$ cat src/rtl/sss_defines.svh
// Purpose: Offsets, field positions, reset values for the state-save block
// Assumes: Byte addresses on a 32-bit APB, one word per register
// Notes:   Save-area layout counts one 64-bit word per state component
`ifndef SSS_DEFINES_SVH
`define SSS_DEFINES_SVH
`define OFF_UCE_LO    8'h00
`define OFF_UCE_HI    8'h04
`define OFF_SCE_LO    8'h08
`define OFF_SCE_HI    8'h0c
`define OFF_CTRL      8'h10
`define OFF_SIMD      8'h14
`define OFF_INUSE_LO  8'h18
`define OFF_INUSE_HI  8'h1c
`define OFF_MOD_LO    8'h20
`define OFF_MOD_HI    8'h24
`define OFF_MASK_LO   8'h28
`define OFF_MASK_HI   8'h2c
`define OFF_ADDR      8'h30
`define OFF_CMD       8'h34
`define OFF_STAT      8'h38
`define OFF_TBM_LO    8'h3c
`define OFF_TBM_HI    8'h40
`define OFF_TADDR     8'h44
`define OFF_TMISC     8'h48
`define CTRL_OSX      0
`define CTRL_TS       3
`define CTRL_AM       4
`define CTRL_ACF      5
`define CTRL_PRIV_LO  8
`define CTRL_NR       12
`define CMD_SAVE      0
`define CMD_REC_SUP   1
`define CMD_REC_STD   2
`define RST_UCE       64'h0000_0000_0000_0001
`define RST_SIMD      32'h0000_1f80
`define HDR_STATE_OFF 32'h0000_0200
`define HDR_COMP_OFF  32'h0000_0208
`define EXT_OFF       32'h0000_0240
`define LAST_COMP     6'h3e
`endif

$ cat src/rtl/sss_pkg.sv
// Purpose: Types shared by the state-save block
// Assumes: Nothing beyond the defines header
// Notes:   Fault codes are reported in the status register
package sss_pkg;
  typedef enum logic [3:0] {
    S_IDLE = 4'b0001,
    S_HDRS = 4'b0010,
    S_HDRC = 4'b0100,
    S_COMP = 4'b1000
  } state_t;
  typedef enum logic [2:0] {
    F_NONE   = 3'h0,
    F_BAD_OP = 3'h1,
    F_NO_DEV = 3'h2,
    F_PROT   = 3'h3,
    F_ALIGN  = 3'h4,
    F_XCW    = 3'h5
  } fault_t;
  typedef struct packed {
    logic        req;
    logic [31:0] addr;
    logic [63:0] wdata;
  } mem_req_t;
endpackage

$ cat src/rtl/supervisor_state_save.sv
// Purpose: Supervisor compacted save engine behind an APB register file
// Assumes: Save memory takes a held request and returns a one-cycle ack
// Notes:   Configuration writes are ignored while a save is running
//
// Summary of operation
// - Save only at privilege level zero
// - Requested bitmap is mask AND enables OR
// - Save feature off raises invalid opcode
// - Task-switched flag raises device not available
// - Misaligned save area raises general protection
// - Alignment check may replace protection fault
// - Unrequested header state bits write zero
// - Requested header bits copy in-use indicator
// - Dirty SIMD status forces component one
// - Compaction bitmap gets bit 63 plus bitmap
// - Legacy then compacted extended region layout
// - Init optimization skips unused components
// - Modified optimization needs full tuple match
// - Unmodified components skipped under optimization
// - Restores record the four-part tuple
// - Extended control write rejects bit2 without bit1
// - Memory operand plus 64-bit instruction mask
//
// The placing of the registers and the APB register port are this design's own decisions.
`timescale 1ns/10ps
`include "sss_defines.svh"
module supervisor_state_save (
  input  wire logic              pclk,
  input  wire logic              presetn,
  input  wire logic              psel,
  input  wire logic              penable,
  input  wire logic              pwrite,
  input  wire logic [7:0]        paddr,
  input  wire logic [31:0]       pwdata,
  output logic [31:0]            prdata,
  output logic                   pready,
  output logic                   pslverr,
  output sss_pkg::mem_req_t      mem_o,
  input  wire logic              mem_ack,
  output logic [5:0]             comp_sel,
  input  wire logic [63:0]       comp_data
);
  import sss_pkg::*;

  typedef struct packed {
    state_t      st;
    logic [63:0] uce;
    logic [63:0] sce;
    logic [31:0] ctrl;
    logic [31:0] simd;
    logic [63:0] inuse;
    logic [63:0] modif;
    logic [63:0] mask;
    logic [31:0] addr;
    logic [63:0] tbm;
    logic [31:0] taddr;
    logic [1:0]  tcpl;
    logic        tnr;
    logic [5:0]  idx;
    logic [5:0]  ext;
    fault_t      fault;
    logic        done;
    mem_req_t    mem;
    logic [31:0] prdata;
    logic        pready;
    logic        pslverr;
  } regs_t;

  regs_t       r;
  regs_t       n;
  logic [63:0] requested_bitmap;
  logic [63:0] state_bitmap;
  logic        mxd;
  logic        modopt;
  logic        store;
  logic        adv;
  logic        wr;
  logic        busy;
  logic [1:0]  current_privilege_level;
  logic        mis;

  function automatic logic addr_hit(input logic [7:0] a);
    addr_hit = (a[1:0] == 2'b00) && (a <= `OFF_TMISC);
  endfunction

  // Legacy components take fixed words, extended ones pack by bitmap
  function automatic logic [31:0] comp_addr(input logic [31:0] base,
                                            input logic [5:0]  i,
                                            input logic [5:0]  e);
    if (i < 6'h02)
      comp_addr = base + {23'h0, i, 3'h0};
    else
      comp_addr = base + `EXT_OFF + {23'h0, e, 3'h0};
  endfunction

  assign current_privilege_level = r.ctrl[`CTRL_PRIV_LO +: 2];
  assign mis  = (r.addr[5:0] != 6'h00);
  assign busy = (r.st != S_IDLE);
  assign wr   = psel & penable & r.pready & pwrite;
  assign requested_bitmap = r.mask & (r.uce | r.sce);
  assign mxd  = (r.simd != `RST_SIMD);
  assign state_bitmap = requested_bitmap &
                        (r.inuse | {62'h0, mxd, 1'b0});
  assign modopt = (r.tcpl == current_privilege_level) &&
                  (r.tnr == r.ctrl[`CTRL_NR]) &&
                  (r.taddr == r.addr) && r.tbm[63] &&
                  (r.tbm[62:0] == requested_bitmap[62:0]);
  assign store = state_bitmap[r.idx] & (~modopt | r.modif[r.idx]);

  always_comb begin
    n = r;
    adv = 1'b0;
    n.pready = psel & ~penable & ~r.pready;
    n.pslverr = psel & ~penable & ~addr_hit(paddr);
    if (psel & ~penable) begin
      unique case (paddr)
        `OFF_UCE_LO:   n.prdata = r.uce[31:0];
        `OFF_UCE_HI:   n.prdata = r.uce[63:32];
        `OFF_SCE_LO:   n.prdata = r.sce[31:0];
        `OFF_SCE_HI:   n.prdata = r.sce[63:32];
        `OFF_CTRL:     n.prdata = r.ctrl;
        `OFF_SIMD:     n.prdata = r.simd;
        `OFF_INUSE_LO: n.prdata = r.inuse[31:0];
        `OFF_INUSE_HI: n.prdata = r.inuse[63:32];
        `OFF_MOD_LO:   n.prdata = r.modif[31:0];
        `OFF_MOD_HI:   n.prdata = r.modif[63:32];
        `OFF_MASK_LO:  n.prdata = r.mask[31:0];
        `OFF_MASK_HI:  n.prdata = r.mask[63:32];
        `OFF_ADDR:     n.prdata = r.addr;
        `OFF_STAT:     n.prdata = {27'h0, r.done, busy, r.fault};
        `OFF_TBM_LO:   n.prdata = r.tbm[31:0];
        `OFF_TBM_HI:   n.prdata = r.tbm[63:32];
        `OFF_TADDR:    n.prdata = r.taddr;
        `OFF_TMISC:    n.prdata = {28'h0, r.tnr, 1'b0, r.tcpl};
        default:       n.prdata = 32'h0000_0000;
      endcase
    end
    if (wr && !busy) begin
      unique case (paddr)
        `OFF_UCE_LO: begin
          if (pwdata[2] && !pwdata[1])
            n.fault = F_XCW;
          else
            n.uce[31:0] = pwdata;
        end
        `OFF_UCE_HI:   n.uce[63:32] = pwdata;
        `OFF_SCE_LO:   n.sce[31:0] = pwdata;
        `OFF_SCE_HI:   n.sce[63:32] = pwdata;
        `OFF_CTRL:     n.ctrl = pwdata;
        `OFF_SIMD:     n.simd = pwdata;
        `OFF_INUSE_LO: n.inuse[31:0] = pwdata;
        `OFF_INUSE_HI: n.inuse[63:32] = pwdata;
        `OFF_MOD_LO:   n.modif[31:0] = pwdata;
        `OFF_MOD_HI:   n.modif[63:32] = pwdata;
        `OFF_MASK_LO:  n.mask[31:0] = pwdata;
        `OFF_MASK_HI:  n.mask[63:32] = pwdata;
        `OFF_ADDR:     n.addr = pwdata;
        `OFF_CMD: begin
          if (pwdata[`CMD_REC_SUP] || pwdata[`CMD_REC_STD]) begin
            n.tcpl = current_privilege_level;
            n.tnr = r.ctrl[`CTRL_NR];
            n.taddr = r.addr;
            n.tbm = {pwdata[`CMD_REC_SUP], requested_bitmap[62:0]};
          end
          if (pwdata[`CMD_SAVE]) begin
            n.done = 1'b0;
            n.fault = F_NONE;
            if (!r.ctrl[`CTRL_OSX])
              n.fault = F_BAD_OP;
            else if (r.ctrl[`CTRL_TS])
              n.fault = F_NO_DEV;
            else if (r.ctrl[`CTRL_AM] && r.ctrl[`CTRL_ACF] && mis &&
                     current_privilege_level == 2'h3)
              n.fault = F_ALIGN;
            else if (current_privilege_level != 2'h0 || mis)
              n.fault = F_PROT;
            else begin
              // writing starts only after a clean check
              n.st = S_HDRS;
              n.idx = 6'h00;
              n.ext = 6'h00;
              n.mem.req = 1'b1;
              n.mem.addr = r.addr + `HDR_STATE_OFF;
              n.mem.wdata = state_bitmap;
            end
          end
        end
        default: ;
      endcase
    end
    unique case (r.st)
      S_IDLE: ;
      S_HDRS: begin
        if (mem_ack) begin
          n.st = S_HDRC;
          n.mem.addr = r.addr + `HDR_COMP_OFF;
          n.mem.wdata = {1'b1, requested_bitmap[62:0]};
        end
      end
      S_HDRC: begin
        if (mem_ack) begin
          n.st = S_COMP;
          n.mem.req = 1'b0;
        end
      end
      S_COMP: begin
        if (!r.mem.req) begin
          if (store) begin
            n.mem.req = 1'b1;
            n.mem.addr = comp_addr(r.addr, r.idx, r.ext);
            n.mem.wdata = comp_data;
          end else
            adv = 1'b1;
        end else if (mem_ack) begin
          n.mem.req = 1'b0;
          adv = 1'b1;
        end
        if (adv) begin
          // Offsets follow the bitmap, even for skipped components
          if (r.idx >= 6'h02 && requested_bitmap[r.idx])
            n.ext = r.ext + 6'h01;
          if (r.idx == `LAST_COMP) begin
            n.st = S_IDLE;
            n.done = 1'b1;
          end else
            n.idx = r.idx + 6'h01;
        end
      end
    endcase
  end

  always_ff @(posedge pclk or negedge presetn) begin
    if (!presetn) begin
      r <= '0;
      r.st <= S_IDLE;
      r.fault <= F_NONE;
      r.uce <= `RST_UCE;
      r.simd <= `RST_SIMD;
    end else begin
      r <= n;
    end
  end

  assign prdata   = r.prdata;
  assign pready   = r.pready;
  assign pslverr  = r.pslverr;
  assign mem_o    = r.mem;
  assign comp_sel = r.idx;

  logic go;
  assign go = wr && !busy && paddr == `OFF_CMD && pwdata[`CMD_SAVE];
endmodule
$ cat config.mk
export PLATFORM = sky130hd
export DESIGN_NAME = supervisor_state_save
export DESIGN_NICKNAME = d
export VERILOG_FILES = /design/src/rtl/sss_pkg.sv /design/src/rtl/supervisor_state_save.sv
export VERILOG_INCLUDE_DIRS = /design/src /design/src/rtl
export SDC_FILE = /design/constraint.sdc
export NUM_CORES = 2
export LEC_CHECK = 0
export ABC_AREA = 0
export BUFFER_PORTS_ARGS = -buffer_cell sky130_fd_sc_hd__buf_2
export CORE_MARGIN = 1
export CORE_UTILIZATION = 55
export DETAILED_ROUTE_END_ITERATION = 7
export GPL_ROUTABILITY_DRIVEN = 0
export PLACE_DENSITY = 0.74
export SYNTH_ARGS = -nofsm -noshare
export SYNTH_HDL_FRONTEND = slang
export SYNTH_SLANG_ARGS = --single-unit
$ cat constraint.sdc
create_clock -name pclk -period 8.5 [get_ports pclk]
set_input_delay 1.7 -clock pclk [delete_from_list [all_inputs] [get_ports pclk]]
set_output_delay 1.7 -clock pclk [all_outputs]
set_load 0.03 [all_outputs]
==> impl_results.md <==
* Wire length per cell at 32.1 um
* Layout Utilization at 61.3%
* RSZ-0062 raised after global routing: no
* Post-CTS sizing at 0
* Comb power frac at under 10%
* Vias in the first global route at ~30000
* Die height at roughly 260 um
* Compound-Gate Fraction of Synth Area at 15.9%
* Flop pwr share at 47.1%
* Element type at the critical path end: flip-flop
* P&R area growth vs syn at 9.92%
* Sequential area share after synthesis at a little under half
* Final slew viol count at 0
* Yosys warns at 0
* DR WL met2 at 58.5 mm
* MaxCap Viol Count at 0
* Crit Path Max Fanout at 104
* CP most frequent cell: nor4_1
* Cell area power density at about 170 nW/um2
* Postcts setup bufs at 0
* Critical path type: flip-flop to flip-flop
* Ports at 247
* Post-synthesis instance area at 36700 um2
* Share of synthesized flip-flops with an asynchronous set or reset at 100%
* I/O Buffers at between 200 and 250
* Slew headroom at 6.26%
* Area of the die at around 68000 um2
* Placed Instance Area at between 30000 and 40000 um2
* Slew @ Worst Pin at 1.39 ns
* Maximum vdd drop at roughly 0.00011 V
* Yosys reg bits at around 670
* Clock skew at around 0.031 ns
* Tot GR Track Use at 41.9%
* CP Cell Sequence: o21ai_0 -> xnor2_1 -> nor4_1 -> nand4_1 -> nor4_1 -> a22oi_2 -> o21bai_4 -> buf_12 -> mux2_2 -> o221ai_1
* Startpoint Class: flip-flop
* Core area at 65900 um2
* Net Sw Power at 0.00158 W
* TritonCTS clock tree: yes
* Top sig layer: met5
* First-pass GRT wire length at 206 mm
* Number of synthesized flops with an enable pin at 0
* Sw Ratio at 23.3%
* 1st-iter DRT viols at 5288
* Crit path time final at 5.10 ns
* Run status: completed
* DP Cell Count at 4326
* Mux share of post-synthesis cell area at approximately 17%
* TritonCTS Sinks at around 670
* Largest family of logic cells by synthesized area: multiplexers
* Setup TNS Final at 0 ns
* CP max stage delay at 0.80 ns
* Post-Syn Area per Cell at 10.4 um2
* Largest net degree at the start of global routing at around 180
* Synthesized net count at 3658
* Final Hold Viols at 0
* Hold WC Path Type: flip-flop to flip-flop
* FMAX at just under 200 MHz
* Tcrit/Tclk final at 60.0%
* Worst Path Arrival at 5.62 ns
* Internal power at 0.00521 W
* P_leak at 18.6 nW
* CTS max path bufs at 3
* Initial antenna violation count at 12
* Clock group share of total power at between 40% and 50%
* Final setup fails at 0
* Most used DFF post-synth: dfrtp_1
* Gate Count Post-Synth at 3521
* Clk slew on worst S/H paths at approximately 0.060 ns
* WP data required at 9.03 ns
* Via count at 32000
* Non-filler cells, final at 4466
* Hpwl dp at 93.3 mm
* Cts bufs inserted at 74
* Share of cells above drive strength 1 at ~28%
* Worst path slowest cell: o21ai_0
* Hold WS at 0.468 ns
* Die Span X at around 260 um
* Vias/cell at 7.16
* Nets at 3675
* Clk_lat worst skew at between 0.6 and 0.7 ns
* Starting density of the core at between 50% and 60%
* Hold_buf cts at 0
* Row cnt at 94
* Post-Synth Adder-Cell Area at 0.961%
* Xor/xnor share of the synthesized area at 3.91%
* Remaining antenna violation count at 0
* DRT Pass-1 Iters at 8
* Routed wl met3 at 23.3 mm
* Post-synthesis simple-gate area fraction at under 10%
* H-tree depth at 3
* Cell area after layout at 40400 um2
* Library cells used by synthesis at 77
* WL final at 143 mm
* Total gr overflow at 0
* Root buf cell: clkbuf_16
* DR DRC count at 0
* Met1 wire length at about 50 mm
[cells in the mapped netlist (all sizes together), types with 9 or more instances]
master | instances | area share (%)
o31ai | 25 | 0.51
clkbuf | 207 | 2.1
o22ai | 13 | 0.24
a22o | 45 | 1.1
a22oi | 188 | 3.9
nor3 | 45 | 0.64
ha | 25 | 0.85
or3 | 10 | 0.17
o221ai | 86 | 2.1
mux4 | 24 | 1.5
o211ai | 55 | 1.1
nand2b | 9 | 0.15
o21ai | 264 | 3.6
buf | 199 | 3.8
o21a | 10 | 0.20
xor2 | 37 | 0.88
mux2 | 431 | 13
nor2b | 9 | 0.15
a221oi | 42 | 1.0
nor4 | 33 | 0.56
dfrtp | 658 | 45
nand2 | 381 | 3.9
inv | 53 | 0.54
and3 | 9 | 0.15
nand4 | 52 | 0.90
a21oi | 41 | 0.57
mux2i | 101 | 2.8
nand3 | 88 | 1.2
xnor2 | 127 | 3.0
nor2 | 143 | 1.5
[kinds of logic (layout without fill, tap and decap cells)]
| logic type | Yosys count | count (layout) |
|---|---|---|
| adders and majority gates | 27 | 27 |
| buffers and inverters | 460 | 535 |
| xor gates and xnor gates | 164 | 164 |
| other | 0 | 6 |
| DFF | 666 | 666 |
| and+or+nand+nor | 810 | 810 |
| muxes | 556 | 556 |
| AOI/OAI and AO/OA | 838 | 838 |
[power groups by stage]
stage	clock network [W]	logic [W]	registers, W
5_1_grt	0.00347	0.000271	0.00320
2_1_floorplan	0	0.000121	0.00325
3_5_place_dp	0	0.000247	0.00326
4_1_cts	0.00334	0.000247	0.00320
3_3_place_gp	0	0.000243	0.00326
6_report	0.00335	0.000249	0.00320
[final timing paths]
path,from,end,slack [ns],cells after the start
min in group asynchronous,presetn,mem_o[20]$_DFF_PN0_,1.13,1
max,r[576]$_DFFE_PN0P_,mem_o[82]$_DFF_PN0_,3.40,10
max in group asynchronous,presetn,prdata[26]$_DFFE_PN0P_,5.81,2
max reg2reg,r[576]$_DFFE_PN0P_,mem_o[82]$_DFF_PN0_,3.40,10
min reg2reg,pready$_DFF_PN0_,pready$_DFF_PN0_,0.47,1
min,pready$_DFF_PN0_,pready$_DFF_PN0_,0.47,1
[placed cells by master, fill, tap and decap left out, drive strengths merged, types with 6 or more instances in the layout]
cell     Yosys  layout
nor3        45      45
inv         53      56
o2111ai      8       8
a211o        6       6
o21ai      264     264
o31ai       25      25
nor4        33      33
xor2        37      37
nand3b       8       8
a22o        45      45
o22ai       13      13
o21a        10      10
diode        0       6
nand2      381     381
or3         10      10
mux2i      101     101
o221ai      86      86
o211ai      55      55
a221oi      42      42
mux4        24      24
nand4       52      52
ha          25      25
nand2b       9       9
nor2       143     143
xnor2      127     127
and3         9       9
a31oi        8       8
buf        199     347
dfstp        8       8
clkinv       1      21
or2          6       6
a31o         7       7
dfrtp      658     658
a21oi       41      41
nor2b        9       9
a22oi      188     188
mux2       431     431
nand3       88      88
clkbuf     207     102
[sequential cells by signal, indices dropped and copies added (netlist names)]
name                     flops
r                          527
mem_o                       97
prdata                      32
comp_sel                     6
current_privilege_level      2
pready                       1
pslverr                      1
[critical path: cells and delay by family (launching register included)]
kind / cells / cell delay [ns]
simple gates: 3 / 1.67
compound gates: 4 / 1.60
buf+inv: 1 / 0.48
mux: 1 / 0.41
flops: 1 / 0.40
xor+xnor: 1 / 0.30
[area by class of cell]
class                      count  area, um2
antenna                        6       15.0
clock buffer                 102       2200
clock inverter                32        307
fill                        5336      25500
inverter                      54        203
multi-input combinational   2395      17800
sequential                   666      16700
tap                          864       1080
timing repair buffer         347       2050
[per-stage QoR]
stage                     total power [W]  setup slack (ns)
final                             0.00680              3.40
after global routing              0.00694              3.53
after CTS                         0.00679              3.92
after detailed placement          0.00350              3.80
after global placement            0.00350              3.85
after floorplan                   0.00337              4.82
[metal layers]
| layer | global-route usage (%) | vias to the layer above |
|---|---|---|
| li1 | - | 12900 |
| met1 | 53.8 | 15700 |
| met2 | 58.1 | 2756 |
| met3 | 17.6 | 655 |
| met4 | 26.4 | 16 |
| met5 | 1.64 | - |
(Power assumes the default switching activity.)
